`src/rtl/sync_detect_defines.svh`:
```
/*
 * register map, field positions, command values and timing counts for the
 * sync source detection controller.
 * assumes the device register space is byte wide with 8-bit offsets.
 */
`ifndef SYNC_DETECT_DEFINES_SVH
`define SYNC_DETECT_DEFINES_SVH

// ============================================================
// register offsets in the device
`define SYNC_ACTIVITY_STATUS_ADDR 8'h01
`define SYNC_POLARITY_STATUS_ADDR 8'h02
`define LINE_SLICER_SETUP_ADDR 8'h03
`define GREEN_SLICER_SETUP_ADDR 8'h04
`define INPUT_CONFIGURATION_ADDR 8'h05
`define SAMPLING_PHASE_SELECT_ADDR 8'h10
`define STANDBY_CONTROL_ADDR 8'h1b

// ============================================================
// values written to the device
`define GREEN_SLICER_DEFAULT 8'h16
`define GREEN_SLICER_LPF_BIT 4
`define LINE_SLICER_RISING 3'h1
`define LINE_SLICER_FALLING 3'h6
`define STANDBY_ENTER 8'h0f
`define STANDBY_LEAVE 8'h00
`define PHASE_STEPS 64

// ============================================================
// activity status field layout, channel 1 fields sit 3 bits higher
`define ACT_LINE_BIT 0
`define ACT_FRAME_BIT 1
`define ACT_GREEN_BIT 2
`define ACT_CHANNEL_STRIDE 3
`define ACT_TRILEVEL_BIT 6
`define ACT_COMPOSITE_BIT 7

// ============================================================
// input configuration fields: bit 0 channel, bits 4:3 composite source
`define CFG_CHANNEL_BIT 0
`define CFG_SRC_LSB 3
`define CFG_SRC_SEPARATE 2'h0
`define CFG_SRC_COMP_LINE 2'h1
`define CFG_SRC_COMP_GREEN 2'h2

// ============================================================
// timing
`define REF_CLK_MHZ 20
`define POLL_TIME_US 1000
`define TRILEVEL_READS 4

`endif

```
`src/rtl/sync_detect_pkg.sv`:
```
/*
 * types shared by the sync source detection controller.
 * assumes nothing beyond a SystemVerilog compiler.
 */
package sync_detect_pkg;

	// ============================================================
	// controller sequencer states, one-hot
	typedef enum logic [12:0] {
		ST_IDLE = 13'h0001,
		ST_WR_GREEN = 13'h0002,
		ST_WR_LSLICE = 13'h0004,
		ST_WR_PHASE = 13'h0008,
		ST_RD_ACT = 13'h0010,
		ST_RD_POL = 13'h0020,
		ST_CLASSIFY = 13'h0040,
		ST_WR_CFG = 13'h0080,
		ST_RD_CONF = 13'h0100,
		ST_RD_TRI = 13'h0200,
		ST_FINISH = 13'h0400,
		ST_WAIT = 13'h0800,
		ST_WR_STBY = 13'h1000
	} ctrl_state_e;

	// ============================================================
	// classification outcome
	typedef enum logic [2:0] {
		SRC_NONE = 3'h0,
		SRC_SEPARATE = 3'h1,
		SRC_COMP_LINE = 3'h2,
		SRC_COMP_GREEN = 3'h3,
		SRC_COMP_GREEN_TRI = 3'h4
	} sync_source_e;

	// ============================================================
	// register engine states, one-hot
	typedef enum logic [2:0] {
		EN_IDLE = 3'h1,
		EN_BUSY = 3'h2,
		EN_DONE = 3'h4
	} engine_state_e;

endpackage

```
`src/rtl/reg_cmd_if.sv`:
```
/*
 * carries one register command from the sequencer to the access engine.
 * assumes both ends run on the same clock.
 */
`timescale 1ns/1ps
`default_nettype none

interface reg_cmd_if;
	logic valid;
	logic we;
	logic [7:0] addr;
	logic [7:0] wdata;
	logic done;
	logic [7:0] rdata;

	// ============================================================
	// sequencer issues, engine executes
	modport master (output valid, output we, output addr, output wdata,
		input done, input rdata);
	modport engine (input valid, input we, input addr, input wdata,
		output done, output rdata);
endinterface

`default_nettype wire

```
`src/rtl/sync_source_detection.sv`:
```
/* host-side controller that sets up the digitizer sync slicers, polls the
 * activity and polarity registers and classifies the sync source.
 * assumes the device register port of reg_access_engine and one 20 MHz
 * clock shared with the device interface logic. */
// Summary of operation
// - line slicer code 001b rising, 110b falling
// - load green slicer setting with 0x16
// - classify in fixed priority, stop at first
// - line and frame active means separate sync
// - line only: composite on line, confirm
// - green only: composite on green, trilevel hint
// - nothing active means no valid sync
// - select composite source, check present flag
// - line and frame activity have top priority
// - green valid only while line inactive
// - trust trilevel only line 0, green 1
// - keep green low-pass filter enabled always
// - write 0x0f to standby to power down
`timescale 1ns/1ps
`default_nettype none
`include "sync_detect_defines.svh"

module sync_source_detection
	import sync_detect_pkg::*;
#(
	parameter int POLL_CYCLES = `POLL_TIME_US * `REF_CLK_MHZ,
	parameter int TRI_READS = `TRILEVEL_READS
) (
	// clock and reset
	input wire logic ref_clk,
	input wire logic resetn,
	// user orders
	input wire logic start,
	input wire logic auto_poll,
	input wire logic channel_sel,
	input wire logic lock_falling,
	input wire logic phase_wr,
	input wire logic [5:0] phase_value,
	input wire logic standby_req,
	input wire logic standby_on,
	// user results
	output logic busy,
	output logic done,
	output logic [2:0] source_class,
	output logic composite_confirmed,
	output logic [7:0] activity_q,
	output logic [7:0] polarity_q,
	output logic [3:0] trilevel_votes,
	// device register port
	output logic reg_req,
	output logic reg_we,
	output logic [7:0] reg_addr,
	output logic [7:0] reg_wdata,
	input wire logic reg_ack,
	input wire logic [7:0] reg_rdata
);

	reg_cmd_if cmd ();
	ctrl_state_e state_q;
	sync_source_e class_q;
	logic [31:0] wait_q;
	logic [3:0] tri_reads_q;
	logic channel_q;
	logic [1:0] cfg_src_q;
	logic [5:0] phase_q;
	logic stby_q;
	logic line_act, frame_act, green_act, tri_act;
	// pick the active-bit of a given field for the selected channel
	function automatic logic act_bit(input logic [7:0] st, input logic ch,
		input int pos);
		int idx;
		idx = ch ? pos + `ACT_CHANNEL_STRIDE : pos;
		return st[idx[2:0]];
	endfunction
	// ============================================================
	// register access engine
	reg_access_engine u_engine (
		.ref_clk(ref_clk), .resetn(resetn), .cmd(cmd),
		.reg_req(reg_req), .reg_we(reg_we), .reg_addr(reg_addr),
		.reg_wdata(reg_wdata), .reg_ack(reg_ack), .reg_rdata(reg_rdata)
	);
	// ============================================================
	// decoded activity of the channel being classified
	assign line_act = act_bit(cmd.rdata, channel_q, `ACT_LINE_BIT);
	assign frame_act = act_bit(cmd.rdata, channel_q, `ACT_FRAME_BIT);
	assign green_act = act_bit(cmd.rdata, channel_q, `ACT_GREEN_BIT);
	assign tri_act = cmd.rdata[`ACT_TRILEVEL_BIT];

	// ============================================================
	// command for each register state; held until the engine is done
	always_comb begin
		cmd.valid = 1'b1;
		cmd.we = 1'b1;
		cmd.addr = 8'h00;
		cmd.wdata = 8'h00;
		case (state_q)
			ST_WR_GREEN: begin
				cmd.addr = `GREEN_SLICER_SETUP_ADDR;
				cmd.wdata = `GREEN_SLICER_DEFAULT; // lpf on
			end
			ST_WR_LSLICE: begin
				cmd.addr = `LINE_SLICER_SETUP_ADDR;
				cmd.wdata = {5'h00, lock_falling ? `LINE_SLICER_FALLING
					: `LINE_SLICER_RISING};
			end
			ST_WR_PHASE: begin
				cmd.addr = `SAMPLING_PHASE_SELECT_ADDR;
				cmd.wdata = {2'h0, phase_q};
			end
			ST_WR_CFG: begin
				cmd.addr = `INPUT_CONFIGURATION_ADDR;
				cmd.wdata = {3'h0, cfg_src_q, 2'h0, channel_q};
			end
			ST_WR_STBY: begin
				cmd.addr = `STANDBY_CONTROL_ADDR;
				cmd.wdata = stby_q ? `STANDBY_ENTER : `STANDBY_LEAVE;
			end
			ST_RD_ACT, ST_RD_CONF, ST_RD_TRI: begin
				cmd.we = 1'b0;
				cmd.addr = `SYNC_ACTIVITY_STATUS_ADDR;
			end
			ST_RD_POL: begin
				cmd.we = 1'b0;
				cmd.addr = `SYNC_POLARITY_STATUS_ADDR;
			end
			default: cmd.valid = 1'b0;
		endcase
	end

	// ============================================================
	// sequencer
	always_ff @(posedge ref_clk or negedge resetn) begin
		if (!resetn) begin
			state_q <= ST_IDLE;
		end else begin
			case (state_q)
				ST_IDLE: begin
					if (standby_req) begin
						state_q <= ST_WR_STBY;
					end else if (phase_wr) begin
						state_q <= ST_WR_PHASE;
					end else if (start) begin
						state_q <= ST_WR_GREEN;
					end
				end
				ST_WR_GREEN: if (cmd.done) state_q <= ST_WR_LSLICE;
				ST_WR_LSLICE: if (cmd.done) state_q <= ST_RD_ACT;
				ST_WR_PHASE: if (cmd.done) state_q <= ST_IDLE;
				ST_WR_STBY: if (cmd.done) state_q <= ST_IDLE;
				ST_RD_ACT: if (cmd.done) state_q <= ST_RD_POL;
				ST_RD_POL: if (cmd.done) state_q <= ST_CLASSIFY;
				ST_CLASSIFY: begin
					// first match wins
					if (class_q == SRC_COMP_LINE || class_q == SRC_COMP_GREEN) begin
						state_q <= ST_WR_CFG;
					end else begin
						state_q <= ST_FINISH;
					end
				end
				ST_WR_CFG: if (cmd.done) state_q <= ST_RD_CONF;
				ST_RD_CONF: begin
					if (cmd.done) begin
						state_q <= (class_q == SRC_COMP_GREEN) ? ST_RD_TRI
							: ST_FINISH;
					end
				end
				ST_RD_TRI: begin
					if (cmd.done && tri_reads_q == 4'(TRI_READS - 1)) begin
						state_q <= ST_FINISH;
					end
				end
				ST_FINISH: state_q <= auto_poll ? ST_WAIT : ST_IDLE;
				ST_WAIT: begin
					// repeated polling notices a source that went away
					if (!auto_poll || standby_req) begin
						state_q <= ST_IDLE;
					end else if (wait_q == 32'(POLL_CYCLES - 1)) begin
						state_q <= ST_RD_ACT;
					end
				end
				default: state_q <= ST_IDLE;
			endcase
		end
	end

	// ============================================================
	// user settings latched when an order is taken
	always_ff @(posedge ref_clk or negedge resetn) begin
		if (!resetn) begin
			channel_q <= 1'b0;
			phase_q <= 6'h00;
			stby_q <= 1'b0;
		end else if (state_q == ST_IDLE) begin
			if (standby_req) begin
				stby_q <= standby_on;
			end else if (phase_wr) begin
				phase_q <= phase_value;
			end else if (start) begin
				channel_q <= channel_sel;
			end
		end
	end

	// ============================================================
	// status capture and classification
	always_ff @(posedge ref_clk or negedge resetn) begin
		if (!resetn) begin
			class_q <= SRC_NONE;
			cfg_src_q <= `CFG_SRC_SEPARATE;
			activity_q <= 8'h00;
			polarity_q <= 8'h00;
			composite_confirmed <= 1'b0;
		end else if (cmd.done) begin
			case (state_q)
				ST_RD_ACT: begin
					activity_q <= cmd.rdata;
					composite_confirmed <= 1'b0;
					// line+frame outrank green
					if (line_act && frame_act) begin
						class_q <= SRC_SEPARATE;
						composite_confirmed <= 1'b1;
					end else if (line_act) begin
						// green ignored when line active
						class_q <= SRC_COMP_LINE;
						cfg_src_q <= `CFG_SRC_COMP_LINE;
					end else if (green_act) begin
						class_q <= SRC_COMP_GREEN;
						cfg_src_q <= `CFG_SRC_COMP_GREEN;
					end else begin
						class_q <= SRC_NONE;
					end
				end
				ST_RD_POL: polarity_q <= cmd.rdata;
				ST_RD_CONF: begin
					activity_q <= cmd.rdata;
					composite_confirmed <= cmd.rdata[`ACT_COMPOSITE_BIT];
				end
				ST_RD_TRI: begin
					if (tri_act && !line_act && green_act) begin
						class_q <= SRC_COMP_GREEN_TRI;
					end
				end
				default: ;
			endcase
		end
	end

	// ============================================================
	// trilevel read count and votes; several reads raise confidence
	always_ff @(posedge ref_clk or negedge resetn) begin
		if (!resetn) begin
			tri_reads_q <= 4'h0;
			trilevel_votes <= 4'h0;
		end else if (state_q == ST_RD_ACT) begin
			tri_reads_q <= 4'h0;
			trilevel_votes <= 4'h0;
		end else if (state_q == ST_RD_TRI && cmd.done) begin
			tri_reads_q <= tri_reads_q + 4'h1;
			// vote counts only while line 0 and green 1
			if (tri_act && !line_act && green_act) begin
				trilevel_votes <= trilevel_votes + 4'h1;
			end
		end
	end

	// ============================================================
	// poll interval counter; runs only while waiting between polls
	always_ff @(posedge ref_clk or negedge resetn) begin
		if (!resetn) wait_q <= 32'h0;
		else wait_q <= (state_q == ST_WAIT) ? wait_q + 32'h1 : 32'h0;
	end
	// ============================================================
	// user outputs
	always_ff @(posedge ref_clk or negedge resetn) begin
		if (!resetn) done <= 1'b0;
		else done <= (state_q == ST_FINISH);
	end

	assign busy = (state_q != ST_IDLE) && (state_q != ST_WAIT);
	assign source_class = class_q;

endmodule

`default_nettype wire

```
`src/rtl/reg_access_engine.sv`:
```
/*
 * runs one register read or write on the device register port.
 * assumes the device answers every held request with a one-cycle ack.
 */
`timescale 1ns/1ps
`default_nettype none

module reg_access_engine
	import sync_detect_pkg::*;
(
	// clock and reset
	input wire logic ref_clk,
	input wire logic resetn,
	// command side
	reg_cmd_if.engine cmd,
	// device register port
	output logic reg_req,
	output logic reg_we,
	output logic [7:0] reg_addr,
	output logic [7:0] reg_wdata,
	input wire logic reg_ack,
	input wire logic [7:0] reg_rdata
);

	engine_state_e state_q;
	logic [7:0] rdata_q;

	// ============================================================
	// request held until ack; done stands one cycle so no re-accept
	always_ff @(posedge ref_clk or negedge resetn) begin
		if (!resetn) begin
			state_q <= EN_IDLE;
			reg_we <= 1'b0;
			reg_addr <= 8'h00;
			reg_wdata <= 8'h00;
		end else begin
			case (state_q)
				EN_IDLE: begin
					if (cmd.valid) begin
						state_q <= EN_BUSY;
						reg_we <= cmd.we;
						reg_addr <= cmd.addr;
						reg_wdata <= cmd.wdata;
					end
				end
				EN_BUSY: begin
					if (reg_ack) begin
						state_q <= EN_DONE;
					end
				end
				EN_DONE: state_q <= EN_IDLE;
				default: state_q <= EN_IDLE;
			endcase
		end
	end

	// read data captured with the ack
	always_ff @(posedge ref_clk or negedge resetn) begin
		if (!resetn) begin
			rdata_q <= 8'h00;
		end else if (state_q == EN_BUSY && reg_ack && !reg_we) begin
			rdata_q <= reg_rdata;
		end
	end

	assign reg_req = (state_q == EN_BUSY);
	assign cmd.done = (state_q == EN_DONE);
	assign cmd.rdata = rdata_q;

endmodule

`default_nettype wire

```
`config.mk`:
```
export PLATFORM = sky130hd
export DESIGN_NAME = sync_source_detection
export DESIGN_NICKNAME = d
export VERILOG_FILES = /design/src/rtl/sync_detect_pkg.sv /design/src/rtl/reg_cmd_if.sv /design/src/rtl/sync_source_detection.sv /design/src/rtl/reg_access_engine.sv
export VERILOG_INCLUDE_DIRS = /design/src /design/src/rtl
export SDC_FILE = /design/constraint.sdc
export NUM_CORES = 1
export LEC_CHECK = 0
export ABC_AREA = 1
export BUFFER_PORTS_ARGS = -buffer_cell sky130_fd_sc_hd__buf_2
export CAP_MARGIN = 20
export CORE_MARGIN = 4
export CORE_UTILIZATION = 40
export CTS_CLUSTER_SIZE = 25
export DETAILED_ROUTE_END_ITERATION = 6
export GPL_ROUTABILITY_DRIVEN = 0
export REMOVE_ABC_BUFFERS = 1
export SLEW_MARGIN = 20
export SYNTH_ARGS = -nofsm -noshare
export SYNTH_HDL_FRONTEND = slang
export SYNTH_SLANG_ARGS = --single-unit
export TNS_END_PERCENT = 100
```
`constraint.sdc`:
```
create_clock -name ref_clk -period 4.4 [get_ports ref_clk]
set_input_delay 0.44 -clock ref_clk [delete_from_list [all_inputs] [get_ports ref_clk]]
set_output_delay 0.44 -clock ref_clk [all_outputs]
set_load 0.05 [all_outputs]
```
# [Word level (Yosys, flattened, before mapping)]
# Index checks and enable logic that the tools add are counted.
[totals] ff_bits=112 output_inout_bits=44
[op_classes] addsub=3 order_cmp=3 n_eq_ne=35 n_mux=50 n_bitwise=3 reduce_logical=35
[op_table] op="two-way mux 13 bit" n=13
[op_table] op="case mux 13 bit (12 select lines)" n=1
[op_table] op="case mux 5 bit (7 select lines)" n=1
[op_table] op="adder 32 x 1 -> 32 bit (second input constant)" n=1
[op_table] op="== test 32 x 15 -> 1 bit (second input constant)" n=1
[op_table] op="two-way mux 32 bit" n=1
[op_table] op="case mux 6 bit (5 select lines)" n=1
[op_table] op="two-way mux 4 bit" n=6
[op_table] op="two-way mux 11 bit" n=2
[op_table] op="two-way mux 3 bit" n=6
[op_table] op="inequality test 2 bit (second input constant)" n=9
[op_table] op="AND reduction 2 bit" n=7
[op_table] op="== test 13 x 1 -> 1 bit (second input constant)" n=1
[op_table] op="== test 13 x 10 -> 1 bit (second input constant)" n=1
[op_table] op="== test 13 x 11 -> 1 bit (second input constant)" n=1
[op_table] op="== test 13 x 12 -> 1 bit (second input constant)" n=1
[op_table] op="== test 13 bit (second input constant)" n=1
[op_table] op="== test 13 x 2 -> 1 bit (second input constant)" n=1
[op_table] op="== test 13 x 3 -> 1 bit (second input constant)" n=1
[op_table] op="== test 13 x 4 -> 1 bit (second input constant)" n=1
[op_table] op="== test 13 x 5 -> 1 bit (second input constant)" n=1
[op_table] op="== test 13 x 6 -> 1 bit (second input constant)" n=1
[op_table] op="== test 13 x 7 -> 1 bit (second input constant)" n=1
[op_table] op="== test 13 x 8 -> 1 bit (second input constant)" n=1
[op_table] op="31 further kinds" n=68

# [Logic depth before layout (Yosys ltp)]
# Gate-level depths: netlist of run 1.
[depth] depth_word=9 ltp_mapped=13

# [Cells and area by module]
# From an unflattened synthesis of run 1, not the netlist that was laid out.
[hier_totals] cells_unflattened=718 hier_area_um2=5801.8
[modules_own_cells] mod="sync_source_detection" n_inst=1 cells_each=595 area_each_um2=4682.0 seq_area_each_um2=2103.3
[modules_own_cells] mod="reg_access_engine" n_inst=1 cells_each=123 area_each_um2=1119.8 seq_area_each_um2=701.9

# [Worst setup path after synthesis of run 1]
# OpenSTA, ideal clock, no wires.
[synth_path] path_kind="register to output" startpoint="register u_engine.state_q[2]" endpoint="output port reg_req" arrival_time_ns=1.580 required_ns=3.960 path_slack_ns=2.380 path_stages_with_launch=2 path_buffers=0 path_cell_list="dfrtp_1 > nor3_1"
[synth_between] elab_chain_cells=1
[synth_lines] element="start, declared" line_no="reg_access_engine.sv:25" source="engine_state_e state_q;"
[synth_lines] element="start signal, assigned" line_no="reg_access_engine.sv:32" source="state_q <= EN_IDLE;"
[synth_lines] element="start signal, assigned" line_no="reg_access_engine.sv:40" source="state_q <= EN_BUSY;"
[synth_lines] element="start signal, assigned" line_no="reg_access_engine.sv:48" source="state_q <= EN_DONE;"
[synth_lines] element="== test 3 x 2 -> 1 bit" line_no="reg_access_engine.sv:66" source="assign reg_req = (state_q == EN_BUSY);"
[synth_lines] element="end, declared" line_no="sync_source_detection.sv:50" source="output logic reg_req,"
# Every way passes these cells.

# [Final worst setup path of run 1]
[layout_path] startpoint="register state_q[7]" endpoint="output port busy"
[layout_between] elab_chain_cells=2
[layout_lines] element="start, declared" line_no="sync_source_detection.sv:59" source="ctrl_state_e state_q;"
[layout_lines] element="start signal, assigned" line_no="sync_source_detection.sv:163" source="state_q <= (class_q == SRC_COMP_GREEN) ? ST_RD_TRI"
[layout_lines] element="start signal, assigned" line_no="sync_source_detection.sv:172" source="ST_FINISH: state_q <= auto_poll ? ST_WAIT : ST_IDLE;"
[layout_lines] element="inequality test 13 x 1 -> 1 bit / inequality test 13 x 12 -> 1 bit (equally long branches)" line_no="sync_source_detection.sv:279" source="assign busy = (state_q != ST_IDLE) && (state_q != ST_WAIT);"
[layout_lines] element="logical AND 1 bit *" line_no="sync_source_detection.sv:279"
[layout_lines] element="end, declared" line_no="sync_source_detection.sv:42" source="output logic busy,"
# Mark *: on every way between the ends. The rest lies on a longest branch, timed or not.

==> results.cfg, run 1 <==
[outcome]
status = completed

[clocking]
hold_buffers = 0
path_clk_slew_ns = 0.07
cts_htree_levels = 3
cts.sink_count = 107
cts_made_buffers = 9
cts_resized = 0
cts-root-buf = clkbuf_16
cts_setup_buffers = 0
cts_tree = done
clock_latency_ns = 0.36
clock_path_buffers = 2

[pwr]
pwr-share-clk_pct = 25.7
pwr-share-seq_pct = 40.5
power_leakage_nw = 3.24
switching_share_pct = 40.1
power_switching_mw = 1.22
p_int_mw = 1.82
max-vdd-ir-drop_v = 0.000338
p_comb_share_pct = 33.7
powerDensity_nw_per_um2 = 487
power.total_mw = 3.04

[layout]
finalNetCount = 780
areaGrowthSynthToFinish_pct = 13.5
stdcell_count = 934
drive_gt1_share_pct = 18.9
final_cell_area_um2 = 6250
antenna_cells = 0
final_common_cell = nand2_1
final_cell_mix = nand2_1, dfrtp_1, inv_1

[synthesis]
synth_cell_types = 42
postSynthAreaPerCell_um2 = 8.00
ys.flop_type = dfrtp_1
synth_warnings = 0
synth_edf_count = 0
synth_seq_area_share_pct = 48.7
async_flop_share_pct = 100
synth_seq_cells = 107
synth_area_um2 = 5510
syn_inst = 688

[min_path]
hp-class = in2async

[floorplan]
rows = 42
initial_utilization_pct = 41.3
pin_count = 68
die-area_um2 = 15700
die_y_um = 125
die_w_um = 125
fp.coreArea_um2 = 13300

[global_routing]
grt_max_degree = 74
overflow = 0
antenna_found_initial = 0
grt_pass1_wl_mm = 21.4
grt_pass1_vias = 4506
grt_use_total_pct = 16.5

[sta]
tns_ns = 0
worst_clock_skew_ns = 0.0137
rsz0062_at_grt = no
hold_violations = 0
finalMaxSlewViolations = 0
finalSetupViolCount = 0
period_needed_ns = 2.35
slew_headroom_pct = 38.5
tightest_slew_ns = 0.923
clock.fmax_mhz = 426
min_period_over_period_pct = 53.3

[critical_path]
crit_path_max_fanout = 16
worstPathCellList = nor2_2, nand2_2, nor2_8, nand2_2, nand2_1, inv_1, buf_2
crit_slowest_cell = dfrtp_1
worst_ep_required_time_ns = 3.96
max_stage_delay_ns = 0.40
critPathCaptureType = primary output
timing.critical_path.mode_cell = nand2_2
crit_type = reg2out
worst_ep_arrival_time_ns = 1.91
startpoint_type = register

[routing]
drc = 0
drt_iter0_drc = 237
wl_per_cell_um = 13.2
drt-pass1-iter-count = 4
vias = 4514
drt.antenna.violating_nets = 0
viasPerCell = 4.83
drt_wl_total_mm = 12.3

[placement]
place_area_um2 = 5970
port_buffers = 62
hpwlAfterDp_mm = 9.19
placed_cells = 918

[job]
cap_violations = 0
layout make-up:
cell class	instances	area, um2
clock buffers	11	233
fillers	1335	7100
multi-input cells	474	2380
clock inverters	5	45.0
repair buffers	63	320
well taps	176	220
flip-flops and latches	107	2680
inverters	98	368
synth_stat cells, types with 3 or more instances:
library cell | n | area [um2]
nor2_1 | 83 | 312
o21a_1 | 9 | 67.6
nand4_1 | 4 | 25.0
a21oi_1 | 34 | 170
nor2_2 | 8 | 50.1
nor2_4 | 6 | 67.6
inv_1 | 87 | 327
dfrtp_1 | 105 | 2630
nand2_2 | 10 | 62.6
buf_4 | 6 | 45.0
ha_1 | 3 | 37.5
o21ai_0 | 24 | 120
nand3_1 | 42 | 210
nor3_1 | 15 | 75.1
nand3b_1 | 4 | 30.0
nand2_1 | 168 | 631
o21ai_1 | 9 | 45.0
nand3_2 | 4 | 40.0
mux2_2 | 13 | 146
o21ai_2 | 7 | 61.3
inv_2 | 10 | 37.5
a31oi_1 | 6 | 37.5
critical path: cells and delay by family (launching register included):
family / cells / cell delay (ns)
simple gates: 5 / 0.90
flops: 1 / 0.40
buf+inv: 2 / 0.25
power by group through the flow:
| stage | Combinational [mW] | Clock, mW | Sequential [mW] |
|---|---|---|---|
| detailed placement | 1.04 | 0 | 1.25 |
| global route | 1.15 | 0.847 | 1.25 |
| floorplan | 0.665 | 0 | 1.36 |
| global placement | 1.03 | 0 | 1.25 |
| finish | 1.03 | 0.783 | 1.23 |
| CTS | 1.04 | 0.802 | 1.23 |
worst paths after layout:
kind                                        start                                 to  slack [ns]  depth (start not counted)
min in group ref_clk               phase_value[4]             phase_q[4]$_DFFE_PN0P_        0.30                          2
max in group asynchronous                  resetn    u_engine.state_q[0]$_DFFE_PN1P_        3.15                          2
setup / recovery           state_q[7]$_DFFE_PN0P_                               busy        2.05                          7
setup reg to reg           state_q[8]$_DFFE_PN0P_  u_engine.reg_wdata[0]$_DFFE_PN0P_        2.30                         10
hold / removal                             resetn               wait_q[19]$_DFF_PN0_        0.23                          1
hold reg to reg               wait_q[0]$_DFF_PN0_                wait_q[0]$_DFF_PN0_        0.46                          1
routing by layer:
| metal | wire [um] | track usage, % | share of wire (%) | vias to the layer above |
|---|---|---|---|---|
| li1 | - | - | - | 2319 |
| met1 | 5500 | 20.0 | 45 | 2104 |
| met2 | 6080 | 28.9 | 49 | 83 |
| met3 | 573 | 4.69 | 4.7 | 8 |
| met4 | 168 | 4.66 | 1.4 | 0 |
| met5 | 0 | 0 | 0 | - |
through the flow:
step | utilization, % | hold WS, ns | setup slack (ns)
global route | 46.8 | 0.293 | 1.89
floorplan | - | 0.144 | 2.38
detailed placement | 44.7 | 0.456 | 2.31
CTS | 46.8 | 0.267 | 2.02
finish | 46.8 | 0.228 | 2.05
global placement | 44.7 | 0.437 | 2.34
registers in the layout (all words and copies together), names as in the netlist:
signal / flops
u_engine.reg_wdata: 6
u_engine.state_q: 3
u_engine.reg_addr: 5
stby_q: 1
u_engine.reg_we: 1
tri_reads_q: 4
done: 1
state_q: 13
u_engine.cmd.rdata: 8
phase_q: 6
source_class: 3
channel_q: 1
composite_confirmed: 1
trilevel_votes: 4
wait_q: 32
cfg_src_q: 2
activity_q: 8
polarity_q: 8
cells by family (layout without fill, tap and decap cells):
kind of cell / Yosys count / in the layout / synth area share (%)
simple gates: 354 / 354 / 29.0
buf+inv: 111 / 177 / 8.32
other cells: 1 / 5 / 0.0681
compound gates: 96 / 96 / 10.1
mux: 13 / 13 / 2.66
xor+xnor: 3 / 3 / 0.477
flops: 107 / 107 / 48.7
fa+ha+maj: 3 / 3 / 0.682
Power figures use the tool's default switching activity.
==> run 2: changes to the inputs <==
==> constraint.sdc (replaced) <==
create_clock -name ref_clk -period 2.3 [get_ports ref_clk]
set_input_delay 0.23 -clock ref_clk [delete_from_list [all_inputs] [get_ports ref_clk]]
set_output_delay 0.23 -clock ref_clk [all_outputs]
set_load 0.05 [all_outputs]
==> run 2 against run 1 <==
Worst hold slack lost 0.14 ns. Cell count increased by 1.2%. Global-route usage increased by 0.44 points. Sequential cell count did not move. Critical path type is now reg2reg. Largest power group unchanged. Largest cell class unchanged. Critical path depth grew 3.
==> results.cfg, run 2 (synthesized netlist as in run 1, its figures left out) <==
[sta]
holdWs_ns = 0.0924
worst_clock_skew_ns = 0.0145
clock.fmax_mhz = 495
fin_ws_ns = 0.282
finalSetupViolCount = 0
min_period_over_period_pct = 87.7
tightest_slew_ns = 0.593
period_needed_ns = 2.02
hold_violations = 0
slew_headroom_pct = 60.5
tns_ns = 0
rsz0062_at_grt = no
finalMaxSlewViolations = 0

[routing]
drt.antenna.violating_nets = 0
viasPerCell = 4.96
drt_iter0_drc = 263
drt_wl_total_mm = 12.9
vias = 4686
wl_per_cell_um = 13.6
drc = 0
drt-pass1-iter-count = 4

[pwr]
pwr-share-clk_pct = 25.7
power_leakage_nw = 3.29
pwr-share-seq_pct = 40.0
p_int_mw = 3.52
switching_share_pct = 40.3
max-vdd-ir-drop_v = 0.000616
power.total_mw = 5.90
powerDensity_nw_per_um2 = 930
p_comb_share_pct = 34.3
power_switching_mw = 2.38

[critical_path]
critPathTopFamily = simple AND/OR/NAND/NOR gates
reg2reg_depth = 10
crit_path_max_fanout = 14
crit_slowest_cell = dfrtp_1
crit_type = reg2reg
timing.critical_path.mode_cell = nand2_1
max_stage_delay_ns = 0.41
startpoint_type = register
worst_ep_required_time_ns = 2.53
worstPathCellList = nor2_2, nand2_2, nor2_4, nand2_2, nand2_1, nor2_1, nand3_1, nand2_1, nand2_1, o21ai_1
path_buf_inv = 0
r2r_slack_ns = 0.28
worst_ep_arrival_time_ns = 2.25
critPathCaptureType = register
timing.rr.start = state_q[11]$_DFFE_PN0P_
r2r_end = u_engine.reg_addr[3]$_DFFE_PN0P_

[layout]
largestRegisters = wait_q (32), state_q (13)
drive_gt1_share_pct = 19.9
stdcell_count = 945
final_cell_mix = nand2_1, dfrtp_1, inv_1
final_common_cell = nand2_1
final_cell_area_um2 = 6340
largest_register_ff_count = 32
finalNetCount = 791
areaGrowthSynthToFinish_pct = 15.1
antenna_cells = 0
largest_register = wait_q
final_core_util_pct = 47.5
num-fill-cells = 1345

[clocking]
clock_path_buffers = 2
clock_latency_ns = 0.37
path_clk_slew_ns = 0.08
cts-root-buf = clkbuf_16
cts_resized = 0
cts_tree = done
cts_setup_buffers = 0
cts_htree_levels = 3
cts_made_buffers = 9
cts.sink_count = 107

[min_path]
min_delay_path_depth = 2
holdPathEnd = u_engine.cmd.rdata[7]$_DFFE_PN0P_
hp-class = in2reg
hold_path.startpoint = reg_rdata[7]

[global_routing]
grt_use_total_pct = 17.0
grt_max_degree = 48
grt_pass1_wl_mm = 22.0
antenna_found_initial = 0
grt_pass1_vias = 4675
overflow = 0

[placement]
pre_cts_ws_ns = 0.328
place_area_um2 = 6050
placed_cells = 928
hpwlAfterDp_mm = 9.68
port_buffers = 62

[floorplan]
die_y_um = 125
rows = 42
initial_utilization_pct = 41.3
pin_count = 68
fp.coreArea_um2 = 13300
die_w_um = 125
die-area_um2 = 15700

[job]
cap_violations = 0

[outcome]
status = completed
-- run 2: changes by cell type in the layout (fill, tap and decap cells not counted), sizes merged --
cell	before	now
buf	63	73
clkinvlp	1	0
dlygate4sd3	0	1
inv	100	101
-- run 2: layer usage --
layer / vias up / wire (um) / GRT usage [%]
met5: - / 0 / 0
met3: 12 / 650 / 5.16
met2: 99 / 6330 / 28.3
li1: 2331 / - / -
met4: 0 / 178 / 5.10
met1: 2244 / 5700 / 21.4
-- run 2: power groups by stage --
stage | Combinational (mW) | Clock (mW) | Sequential [mW]
after global placement | 2.00 | 0 | 2.39
after detailed placement | 2.03 | 0 | 2.39
after global routing | 2.27 | 1.65 | 2.39
after CTS | 2.04 | 1.56 | 2.36
final | 2.02 | 1.51 | 2.36
after floorplan | 1.27 | 0 | 2.61
-- run 2: what timing repair did --
action | 4_1_cts | 5_1_grt
setup endpoints to repair | 0 | 0
hold buffers | 1 | 0
endpoints found under the hold margin | 42 | 0
-- run 2: worst max-delay path by stage --
stage               depth (start not counted)                             from  slack [ns]                                 to
floorplan                                   2  u_engine.state_q[2]$_DFFE_PN0P_        0.36    u_engine.state_q[0]$_DFFE_PN1P_
global placement                           12           state_q[8]$_DFFE_PN0P_        0.38   u_engine.reg_addr[2]$_DFFE_PN0P_
detailed placement                         10          state_q[11]$_DFFE_PN0P_        0.33  u_engine.reg_wdata[0]$_DFFE_PN0P_
CTS                                        10          state_q[11]$_DFFE_PN0P_        0.30  u_engine.reg_wdata[0]$_DFFE_PN0P_
global route                               10           state_q[0]$_DFFE_PN1P_         0.1   u_engine.reg_addr[3]$_DFFE_PN0P_
finish                                     10          state_q[11]$_DFFE_PN0P_        0.28   u_engine.reg_addr[3]$_DFFE_PN0P_
-- run 2: cell type report --
| type | count | area [um2] | area share, % |
|---|---|---|---|
| Tap cell | 176 | 220 | 3.48 |
| Timing Repair Buffer | 74 | 405 | 6.40 |
| Clock inverter | 5 | 46.3 | 0.731 |
| Multi-Input combinational cell | 474 | 2380 | 37.6 |
| Clock buffer | 11 | 233 | 3.67 |
| Sequential cell | 107 | 2680 | 42.3 |
| Inverter | 98 | 368 | 5.81 |
